==> src/hw/dtp_pkg.sv <==
// Shared constants and types for the dual test access port
package dtp_pkg;

  // Instruction register widths, data register sizes
  localparam int            BS_IR_W        = 4;
  localparam int            DBG_IR_W       = 5;
  localparam int            BS_LEN         = 8;
  localparam int            DR_W           = 32;
  localparam int            SYNC_STAGES    = 2;

  // Boundary-scan controller instructions
  localparam logic [3:0]    BS_IR_EXTEST   = 4'h0;
  localparam logic [3:0]    BS_IR_SAMPLE   = 4'h1;
  localparam logic [3:0]    BS_IR_IDCODE   = 4'h2;
  localparam logic [3:0]    BS_IR_BYPASS   = 4'hf;

  // Debug controller instructions
  localparam logic [4:0]    DBG_IR_IDCODE  = 5'h01;
  localparam logic [4:0]    DBG_IR_CONTROL = 5'h0a;
  localparam logic [4:0]    DBG_IR_BYPASS  = 5'h1f;

  // Identification words: values are arbitrary
  localparam logic [31:0]   BS_IDCODE      = 32'h0000_a001;
  localparam logic [31:0]   DBG_IDCODE     = 32'h0000_b001;

  // Fixed low bits captured into an instruction register
  localparam logic [1:0]    IR_CAPTURE     = 2'h1;
  localparam logic [7:0]    BS_UPDATE_RST  = 8'h00;
  localparam logic [31:0]   DBG_CTRL_RST   = 32'h0000_0000;

  // Sampling limits: test clock must be far slower than mclk
  localparam int            MCLK_PERIOD_NS = 100;
  localparam int            TCK_PERIOD_NS  = 800;
  localparam int            TCK_HALF_CYC   = TCK_PERIOD_NS / 2 / MCLK_PERIOD_NS;

  typedef enum logic [15:0] {
    TAP_RESET    = 16'h0001,
    TAP_IDLE     = 16'h0002,
    TAP_SEL_DR   = 16'h0004,
    TAP_CAP_DR   = 16'h0008,
    TAP_SHIFT_DR = 16'h0010,
    TAP_EXIT1_DR = 16'h0020,
    TAP_PAUSE_DR = 16'h0040,
    TAP_EXIT2_DR = 16'h0080,
    TAP_UPD_DR   = 16'h0100,
    TAP_SEL_IR   = 16'h0200,
    TAP_CAP_IR   = 16'h0400,
    TAP_SHIFT_IR = 16'h0800,
    TAP_EXIT1_IR = 16'h1000,
    TAP_PAUSE_IR = 16'h2000,
    TAP_EXIT2_IR = 16'h4000,
    TAP_UPD_IR   = 16'h8000
  } dtp_tap_state_type;

  // Test pins after the two-stage synchroniser
  typedef struct packed {
    logic tck;
    logic tdi;
    logic bsTms;
    logic dbgTms;
  } dtp_pins_type;

endpackage : dtp_pkg

==> src/hw/dtp_tap_fsm.sv <==
// Sixteen-state test access controller sequencer
`timescale 1ns/10ps
module dtp_tap_fsm
  import dtp_pkg::*;
(
  input  wire logic              mclk,
  input  wire logic              srst,
  input  wire logic              tapResetN,
  input  wire logic              tckRise,
  input  wire logic              tms,
  output dtp_tap_state_type      state
);

  dtp_tap_state_type state_reg;
  dtp_tap_state_type state_next;

  // Moves on a rising test clock edge; srst forces the reset state without one
  always_comb begin
    state_next = state_reg;
    if (srst) begin
      state_next = TAP_RESET;
    end else if (tckRise) begin
      case (state_reg)
        TAP_RESET:    state_next = tms ? TAP_RESET    : TAP_IDLE;
        TAP_IDLE:     state_next = tms ? TAP_SEL_DR   : TAP_IDLE;
        TAP_SEL_DR:   state_next = tms ? TAP_SEL_IR   : TAP_CAP_DR;
        TAP_CAP_DR:   state_next = tms ? TAP_EXIT1_DR : TAP_SHIFT_DR;
        TAP_SHIFT_DR: state_next = tms ? TAP_EXIT1_DR : TAP_SHIFT_DR;
        TAP_EXIT1_DR: state_next = tms ? TAP_UPD_DR   : TAP_PAUSE_DR;
        TAP_PAUSE_DR: state_next = tms ? TAP_EXIT2_DR : TAP_PAUSE_DR;
        TAP_EXIT2_DR: state_next = tms ? TAP_UPD_DR   : TAP_SHIFT_DR;
        TAP_UPD_DR:   state_next = tms ? TAP_SEL_DR   : TAP_IDLE;
        TAP_SEL_IR:   state_next = tms ? TAP_RESET    : TAP_CAP_IR;
        TAP_CAP_IR:   state_next = tms ? TAP_EXIT1_IR : TAP_SHIFT_IR;
        TAP_SHIFT_IR: state_next = tms ? TAP_EXIT1_IR : TAP_SHIFT_IR;
        TAP_EXIT1_IR: state_next = tms ? TAP_UPD_IR   : TAP_PAUSE_IR;
        TAP_PAUSE_IR: state_next = tms ? TAP_EXIT2_IR : TAP_PAUSE_IR;
        TAP_EXIT2_IR: state_next = tms ? TAP_UPD_IR   : TAP_SHIFT_IR;
        TAP_UPD_IR:   state_next = tms ? TAP_SEL_DR   : TAP_IDLE;
        default:      state_next = TAP_RESET;
      endcase
    end
  end

  // Test reset forces the sequencer home regardless of the test clock
  always_ff @(posedge mclk or negedge tapResetN) begin
    if (!tapResetN) begin
      state_reg <= TAP_RESET;
    end else begin
      state_reg <= state_next;
    end
  end

  assign state = state_reg;

endmodule : dtp_tap_fsm

==> src/hw/dtp_test_port.sv <==
// Dual test access port: boundary-scan and debug controllers on shared pins
`timescale 1ns/10ps

// Functional notes
// [RULE_01] Low test reset asynchronously resets both controllers and scan logic.
// [RULE_02] Debug mode-select drives only the debug controller.
// [RULE_03] Debug mode-select is pulled high when nothing drives it.
// [RULE_04] Tester keeps debug mode-select high during boundary-scan work.
// [RULE_05] In functional use test reset is held low or mode-select held high.
// [RULE_06] Test clock times all shifting, independent of system clocks, half duty. Here it is sampled on mclk and must be far slower.
// [RULE_07] Data out shows the shifting controller, else is high impedance.
// [RULE_08] One shared data input feeds both controllers and scan logic.
// [RULE_09] Boundary-scan mode-select drives the scan controller; high during debug.
// [RULE_10] Sixteen-state sequencers; mode-select on rising, data out on falling edge.
module dtp_test_port
  import dtp_pkg::*;
(
  input  wire logic                 mclk,
  input  wire logic                 srst,
  input  wire logic                 testResetN,
  input  wire logic                 testClock,
  input  wire logic                 testDataIn,
  input  wire logic                 scanTapModeSelect,
  input  wire logic                 debugTapModeSelect,
  input  wire logic                 debugTapModeSelectDriven,
  input  wire logic [BS_LEN-1:0]    scanCaptureData,
  input  wire logic [DR_W-1:0]      debugStatus,
  output logic                      testDataOut,
  output logic                      testDataOutOe,
  output logic [BS_LEN-1:0]         scanUpdateData,
  output logic                      scanExtest,
  output logic [DR_W-1:0]           debugControl
);

  dtp_pins_type              pinsRaw;
  dtp_pins_type              pinsMeta_reg;
  dtp_pins_type              pinsSync_reg;
  logic                      tckPrev_reg;
  logic [SYNC_STAGES-1:0]    trstSync_reg;
  logic [SYNC_STAGES-1:0]    trstSync_next;
  logic                      tapResetN;
  logic                      tckRise;
  logic                      tckFall;
  dtp_tap_state_type         bsState;
  dtp_tap_state_type         dbgState;

  logic [BS_IR_W-1:0]        bsIr_reg;
  logic [BS_IR_W-1:0]        bsIr_next;
  logic [BS_IR_W-1:0]        bsIrSh_reg;
  logic [BS_IR_W-1:0]        bsIrSh_next;
  logic [DR_W-1:0]           bsDr_reg;
  logic [DR_W-1:0]           bsDr_next;
  logic [BS_LEN-1:0]         scanUpdateData_reg;
  logic [BS_LEN-1:0]         scanUpdateData_next;
  logic                      scanExtest_reg;
  logic                      scanExtest_next;

  logic [DBG_IR_W-1:0]       dbgIr_reg;
  logic [DBG_IR_W-1:0]       dbgIr_next;
  logic [DBG_IR_W-1:0]       dbgIrSh_reg;
  logic [DBG_IR_W-1:0]       dbgIrSh_next;
  logic [DR_W-1:0]           dbgDr_reg;
  logic [DR_W-1:0]           dbgDr_next;
  logic [DR_W-1:0]           debugControl_reg;
  logic [DR_W-1:0]           debugControl_next;

  logic                      testDataOut_reg;
  logic                      testDataOut_next;
  logic                      testDataOutOe_reg;
  logic                      testDataOutOe_next;

  // Pad pull-up: an undriven debug mode-select reads as one
  always_comb begin
    pinsRaw.tck    = testClock;                                         // [RULE_06]
    pinsRaw.tdi    = testDataIn;                                        // [RULE_08]
    pinsRaw.bsTms  = scanTapModeSelect;                                 // [RULE_09]
    pinsRaw.dbgTms = debugTapModeSelectDriven ? debugTapModeSelect : 1'b1; // [RULE_03]
  end

  // Two-stage synchroniser; the test clock is just another sampled pin
  always_ff @(posedge mclk) begin
    if (srst) begin
      pinsMeta_reg <= '0;
      pinsSync_reg <= '0;
      tckPrev_reg  <= 1'b0;
    end else begin
      pinsMeta_reg <= pinsRaw;
      pinsSync_reg <= pinsMeta_reg;
      tckPrev_reg  <= pinsSync_reg.tck;
    end
  end

  assign tckRise = pinsSync_reg.tck & ~tckPrev_reg;                   // [RULE_06]
  assign tckFall = ~pinsSync_reg.tck & tckPrev_reg;                   // [RULE_10]

  // Reset asserts at once, releases on mclk to avoid a ragged release
  assign trstSync_next = {trstSync_reg[SYNC_STAGES-2:0], 1'b1};

  always_ff @(posedge mclk or negedge testResetN) begin
    if (!testResetN) begin
      trstSync_reg <= '0;                                               // [RULE_01]
    end else begin
      trstSync_reg <= trstSync_next;
    end
  end

  assign tapResetN = trstSync_reg[SYNC_STAGES-1];

  dtp_tap_fsm u_bs_fsm (
    .mclk      (mclk),
    .srst      (srst),
    .tapResetN (tapResetN),
    .tckRise   (tckRise),
    .tms       (pinsSync_reg.bsTms),                                    // [RULE_09]
    .state     (bsState)
  );

  dtp_tap_fsm u_dbg_fsm (
    .mclk      (mclk),
    .srst      (srst),
    .tapResetN (tapResetN),
    .tckRise   (tckRise),
    .tms       (pinsSync_reg.dbgTms),                                   // [RULE_02]
    .state     (dbgState)
  );

  // Boundary-scan controller registers, acting on rising test clock, except scanExtest, which follows bsIr_reg on every mclk
  always_comb begin
    bsIr_next           = bsIr_reg;
    bsIrSh_next         = bsIrSh_reg;
    bsDr_next           = bsDr_reg;
    scanUpdateData_next = scanUpdateData_reg;
    scanExtest_next     = (bsIr_reg == BS_IR_EXTEST);
    if (srst) begin
      bsIr_next           = BS_IR_IDCODE;
      bsIrSh_next         = '0;
      bsDr_next           = '0;
      scanUpdateData_next = BS_UPDATE_RST;
      scanExtest_next     = 1'b0;
    end else if (tckRise) begin                                         // [RULE_10]
      case (bsState)
        TAP_RESET:    bsIr_next = BS_IR_IDCODE;
        TAP_CAP_IR:   bsIrSh_next = {{(BS_IR_W-2){1'b0}}, IR_CAPTURE};
        TAP_SHIFT_IR: bsIrSh_next = {pinsSync_reg.tdi, bsIrSh_reg[BS_IR_W-1:1]}; // [RULE_08]
        TAP_UPD_IR:   bsIr_next = bsIrSh_reg;
        TAP_CAP_DR: begin
          case (bsIr_reg)
            BS_IR_EXTEST, BS_IR_SAMPLE: bsDr_next = {{(DR_W-BS_LEN){1'b0}}, scanCaptureData};
            BS_IR_IDCODE:               bsDr_next = BS_IDCODE;
            default:                    bsDr_next = '0;
          endcase
        end
        TAP_SHIFT_DR: begin
          case (bsIr_reg)
            BS_IR_EXTEST, BS_IR_SAMPLE: begin
              bsDr_next = {{(DR_W-BS_LEN){1'b0}}, pinsSync_reg.tdi, bsDr_reg[BS_LEN-1:1]};
            end
            BS_IR_IDCODE: bsDr_next = {pinsSync_reg.tdi, bsDr_reg[DR_W-1:1]};
            default:      bsDr_next = {{(DR_W-1){1'b0}}, pinsSync_reg.tdi};
          endcase
        end
        TAP_UPD_DR: begin
          if (bsIr_reg == BS_IR_EXTEST || bsIr_reg == BS_IR_SAMPLE) begin
            scanUpdateData_next = bsDr_reg[BS_LEN-1:0];
          end
        end
        default: bsIr_next = bsIr_reg;
      endcase
    end
  end

  // Debug controller registers, same timing
  always_comb begin
    dbgIr_next        = dbgIr_reg;
    dbgIrSh_next      = dbgIrSh_reg;
    dbgDr_next        = dbgDr_reg;
    debugControl_next = debugControl_reg;
    if (srst) begin
      dbgIr_next        = DBG_IR_IDCODE;
      dbgIrSh_next      = '0;
      dbgDr_next        = '0;
      debugControl_next = DBG_CTRL_RST;
    end else if (tckRise) begin                                         // [RULE_10]
      case (dbgState)
        TAP_RESET:    dbgIr_next = DBG_IR_IDCODE;
        TAP_CAP_IR:   dbgIrSh_next = {{(DBG_IR_W-2){1'b0}}, IR_CAPTURE};
        TAP_SHIFT_IR: dbgIrSh_next = {pinsSync_reg.tdi, dbgIrSh_reg[DBG_IR_W-1:1]}; // [RULE_08]
        TAP_UPD_IR:   dbgIr_next = dbgIrSh_reg;
        TAP_CAP_DR: begin
          case (dbgIr_reg)
            DBG_IR_IDCODE:  dbgDr_next = DBG_IDCODE;
            DBG_IR_CONTROL: dbgDr_next = debugStatus;
            default:        dbgDr_next = '0;
          endcase
        end
        TAP_SHIFT_DR: begin
          if (dbgIr_reg == DBG_IR_IDCODE || dbgIr_reg == DBG_IR_CONTROL) begin
            dbgDr_next = {pinsSync_reg.tdi, dbgDr_reg[DR_W-1:1]};
          end else begin
            dbgDr_next = {{(DR_W-1){1'b0}}, pinsSync_reg.tdi};
          end
        end
        TAP_UPD_DR: begin
          if (dbgIr_reg == DBG_IR_CONTROL) begin
            debugControl_next = dbgDr_reg;
          end
        end
        default: dbgIr_next = dbgIr_reg;
      endcase
    end
  end

  // Data out changes on the falling edge; scan controller wins if both shift
  always_comb begin
    testDataOut_next   = testDataOut_reg;
    testDataOutOe_next = testDataOutOe_reg;
    if (srst) begin
      testDataOut_next   = 1'b0;
      testDataOutOe_next = 1'b0;
    end else if (tckFall) begin                                         // [RULE_10]
      testDataOutOe_next = 1'b1;
      case (1'b1)
        bsState == TAP_SHIFT_IR:  testDataOut_next = bsIrSh_reg[0];    // [RULE_07]
        bsState == TAP_SHIFT_DR:  testDataOut_next = bsDr_reg[0];
        dbgState == TAP_SHIFT_IR: testDataOut_next = dbgIrSh_reg[0];
        dbgState == TAP_SHIFT_DR: testDataOut_next = dbgDr_reg[0];
        default: begin
          testDataOut_next   = 1'b0;
          testDataOutOe_next = 1'b0;                                    // [RULE_07]
        end
      endcase
    end
  end

  always_ff @(posedge mclk or negedge tapResetN) begin
    if (!tapResetN) begin                                               // [RULE_01]
      bsIr_reg           <= BS_IR_IDCODE;
      bsIrSh_reg         <= '0;
      bsDr_reg           <= '0;
      scanUpdateData_reg <= BS_UPDATE_RST;
      scanExtest_reg     <= 1'b0;
      dbgIr_reg          <= DBG_IR_IDCODE;
      dbgIrSh_reg        <= '0;
      dbgDr_reg          <= '0;
      debugControl_reg   <= DBG_CTRL_RST;
      testDataOut_reg    <= 1'b0;
      testDataOutOe_reg  <= 1'b0;
    end else begin
      bsIr_reg           <= bsIr_next;
      bsIrSh_reg         <= bsIrSh_next;
      bsDr_reg           <= bsDr_next;
      scanUpdateData_reg <= scanUpdateData_next;
      scanExtest_reg     <= scanExtest_next;
      dbgIr_reg          <= dbgIr_next;
      dbgIrSh_reg        <= dbgIrSh_next;
      dbgDr_reg          <= dbgDr_next;
      debugControl_reg   <= debugControl_next;
      testDataOut_reg    <= testDataOut_next;
      testDataOutOe_reg  <= testDataOutOe_next;
    end
  end

  assign testDataOut    = testDataOut_reg;
  assign testDataOutOe  = testDataOutOe_reg;
  assign scanUpdateData = scanUpdateData_reg;
  assign scanExtest     = scanExtest_reg;
  assign debugControl   = debugControl_reg;

endmodule : dtp_test_port

==> config.mk <==
export PLATFORM = sky130hd
export DESIGN_NAME = dtp_test_port
export DESIGN_NICKNAME = d
export VERILOG_FILES = /design/src/hw/dtp_pkg.sv /design/src/hw/dtp_tap_fsm.sv /design/src/hw/dtp_test_port.sv
export SDC_FILE = /design/constraint.sdc
export NUM_CORES = 1
export LEC_CHECK = 0
export BUFFER_PORTS_ARGS = -buffer_cell sky130_fd_sc_hd__buf_2
export CAP_MARGIN = 20
export CORE_MARGIN = 2
export CORE_UTILIZATION = 53
export DETAILED_ROUTE_END_ITERATION = 8
export PLACE_DENSITY = 0.76
export SYNTH_ARGS = -nofsm -noshare
export SYNTH_HDL_FRONTEND = slang
export SYNTH_SLANG_ARGS = --single-unit
==> constraint.sdc <==
create_clock -name mclk -period 4.9 [get_ports mclk]
set_input_delay 0.49 -clock mclk [delete_from_list [all_inputs] [get_ports mclk]]
set_output_delay 0.49 -clock mclk [all_outputs]
set_load 0.03 [all_outputs]
==> impl_metrics.tcl <==
set metrics [dict create \
    ys_async_sr_fraction_pct 94.6 \
    grt_start_max_net_pins 158 \
    crit_path_start_kind "register" \
    maxCapViolCount 0 \
    cts_sinks 168 \
    hp-start "debugTapModeSelectDriven" \
    grt-ovfl-total 0 \
    vdd_drop_max_v 0.000253 \
    reg2reg_to "bsDr_reg[20]$_DFFE_PN0P_" \
    grt.total_usage_pct 24.2 \
    synth_top_family_by_area "simple AND/OR/NAND/NOR gates" \
    synth_xor_area_share_pct 1.39 \
    synth_edf_count 0 \
    dieHeight_um 128 \
    report.final.hold_viol_count 0 \
    tightest_slew_ns 1.03 \
    period_share_pct 61.0 \
    cts_tree "done" \
    min_to "pinsMeta_reg[0]$_SDFF_PP0_" \
    hpwl_mm 12.5 \
    routed-via-count 6889 \
    core-area_um2 15100 \
    fillCellCount 1291 \
    ys_ff_latch 168 \
    totalWireLength_mm 19.7 \
    required_ns 5.16 \
    clockBufferDepth 2 \
    r2r-start "u_bs_fsm.state[9]$_DFFE_PN0P_" \
    synth.net_count 928 \
    setup_violations 0 \
    grt_first_pass_wirelength_mm 32.2 \
    path_class "reg -> reg" \
    synth.top_cell.area_share_pct 47.3 \
    htreeDepth 4 \
    ctsResizeCount 0 \
    whs_path_depth 2 \
    drt_iter0_markers 774 \
    gp_congestion 0.902 \
    arrival_ns 3.25 \
    p_per_area_nw_per_um2 306 \
    die_w_um 128 \
    synth_fa_ha_area_share_pct 0 \
    finalNonFillerCells 1127 \
    endpoint_kind "register" \
    cp_max_fo 24 \
    layout-drive-gt1-share_pct 18.4 \
    period_minus_slack_ns 2.99 \
    yosysUniqueCellTypes 67 \
    wl_per_cell_um 17.4 \
    viasPerCell 6.11 \
    synth_top_area_cell "dfrtp_1" \
    r2r_cells 5 \
    antenna_found_initial 0 \
    row_count 45 \
    area_growth_pct 12.8 \
    synth.area.mux_share_pct 0.976 \
    synth_area_leaders "dfrtp_1 (47%), nand2_1 (6.4%), a21oi_1 (5.1%)" \
    fin_worst_skew_ns 0.0107 \
    numCtsBuffers 17 \
    ctsRootBufferMaster "clkbuf_16" \
    syn_inst 880 \
    syn_area_per_cell_um2 9.33 \
    nets 974 \
    drc 0 \
    antenna_left 0 \
    synth-main-ff-cell "dfrtp_1" \
    grt_pass1_vias 6450 \
    initial_utilization_pct 54.2 \
    yosys.area_share.simple_pct 24.1 \
    seq_area_frac_synth_pct 50.7 \
    placed_cells 1092 \
    clock.fmax_mhz 335 \
    power_leakage_nw 3.92 \
    port_buffers 90 \
    dieArea_um2 16500 \
    synth_area_um2 8210 \
    rsz0062_at_grt "false" \
    maxSlewViolCount 0 \
    finalSetupTns_ns 0 \
    max-slew-margin-rel_pct 31.1 \
    synth_compound_area_share_pct 18.2 \
    reg2reg_slack_ns 1.91 \
    clk_transition_reported_paths_ns 0.07 \
    diodes 0 \
    ios 91 \
    clock_latency_ns 0.44 \
    synth_warnings 0 \
    first_pass_iters 5 \
    status "finished clean" \
    min_path_type "in -> reg" \
]
-- cells by family (layout without fill, tap and decap cells) --
family | count (synthesis) | count (layout)
compound gates | 231 | 231
simple gates | 381 | 381
buf+inv | 78 | 137
other cells | 1 | 1
xor+xnor | 13 | 13
mux | 8 | 8
flops | 168 | 168
-- power breakdown --
group	switching (W)	internal [W]
logic	0.0000823	0.0000349
registers	0.00000765	0.00139
clock network	0.000592	0.000723
total	0.000681	0.00215
-- layout by cell type, fill, tap and decap left out, types with 4 or more instances in the layout --
cell and instances:
dfrtp_1 154, a21oi_1 83, buf_2 89, a22oi_2 10
or4b_2 10, dfxtp_1 9, dfstp_2 4, nand4_1 12
clkinvlp_4 4, o21ai_1 22, o211ai_1 4, or4_1 12
nor2b_1 11, o21ai_0 17, nor2_1 71, or3_1 4
inv_6 4, clkbuf_16 17, nand2_1 141, nand2b_1 8
o21bai_1 9, mux2i_1 8, nor4_1 23, nand4b_1 4
a21o_1 4, and4_1 5, nor3_1 22, buf_4 8
and3_1 9, nand3_1 21, a211oi_1 5, a22oi_1 55
xnor2_1 13
-- through the flow --
stage / total power, W / setup slack (ns) / area [um^2] / util, % / hold slack, ns
finish: 0.00283 / 1.91 / 9260 / 61.1 / 0.225
global route: 0.00291 / 1.69 / 9260 / 61.1 / 0.228
CTS: 0.00285 / 1.93 / 9230 / 60.9 / 0.217
floorplan: 0.00150 / 0.149 / 8210 / - / 0.194
detailed placement: 0.00154 / 1.97 / 8640 / 57.1 / 0.277
global placement: 0.00154 / 2.01 / 8610 / 56.9 / 0.275
-- what timing repair did --
action                    CTS  global route
setup buffers               0             0
hold endpoints to repair    2             0
hold buffers                1             0
-- worst max path at each step --
stage / start / to / depth (start not counted)
5_1_grt: u_bs_fsm.state[9]$_DFFE_PN0P_ / bsDr_reg[10]$_DFFE_PN0P_ / 5
6_report: u_bs_fsm.state[9]$_DFFE_PN0P_ / bsDr_reg[20]$_DFFE_PN0P_ / 5
4_1_cts: u_bs_fsm.state[9]$_DFFE_PN0P_ / bsDr_reg[20]$_DFFE_PN0P_ / 5
2_1_floorplan: trstSync_reg[1]$_DFF_PN0_ / bsDr_reg[0]$_DFFE_PN0P_ / 0
3_3_place_gp: u_dbg_fsm.state[9]$_DFFE_PN0P_ / dbgDr_reg[0]$_DFFE_PN0P_ / 5
3_5_place_dp: u_bs_fsm.state[12]$_DFFE_PN0P_ / bsDr_reg[10]$_DFFE_PN0P_ / 5
-- Yosys cell counts, drive strengths merged, types with 2 or more instances --
library cell / instances
a21oi: 83
nand3b: 3
nor4b: 3
a211oi: 5
o21ai: 39
inv: 3
o21bai: 9
xnor2: 13
a22oi: 65
nor3b: 2
a31oi: 4
a311oi: 2
nor3: 24
mux2i: 8
and4: 5
clkbuf: 51
or4b: 11
or4: 14
nand3: 21
or3: 4
nand4b: 4
nand4: 12
buf: 24
nor2: 72
nand2b: 9
and3: 9
and2: 5
nor2b: 12
a41oi: 2
o31ai: 3
a21o: 4
nor4: 27
o211ai: 4
dfstp: 4
dfxtp: 9
dfrtp: 155
nand2: 141
a32oi: 2
-- layout make-up --
cell class                      instances  area, um^2  share of cell area, %
Clock buffer                           18         439                   4.74
Clock inverter                         14         138                   1.49
Inverter                                3        11.3                  0.122
Multi-Input combinational cell        634        3670                   39.7
Sequential cell                       168        4170                   45.0
Tap cell                              188         235                   2.54
Timing Repair Buffer                  102         596                   6.43
-- routing by layer --
layer	vias up	track usage [%]	part of all wire (%)
met4	0	7.95	1.6
met5	-	0	0
met3	29	4.45	5.2
met1	3387	35.0	47
met2	202	37.1	46
li1	3271	-	-
-- worst max-delay path, stage by stage (launching register included) --
cell and delay, ns:
dfrtp_1 0.50, or4_1 0.73, nor2_2 0.25, nand4_1 0.81, a22oi_1 0.44, nor2_1 0.08
Power figures use the tool's default switching activity.
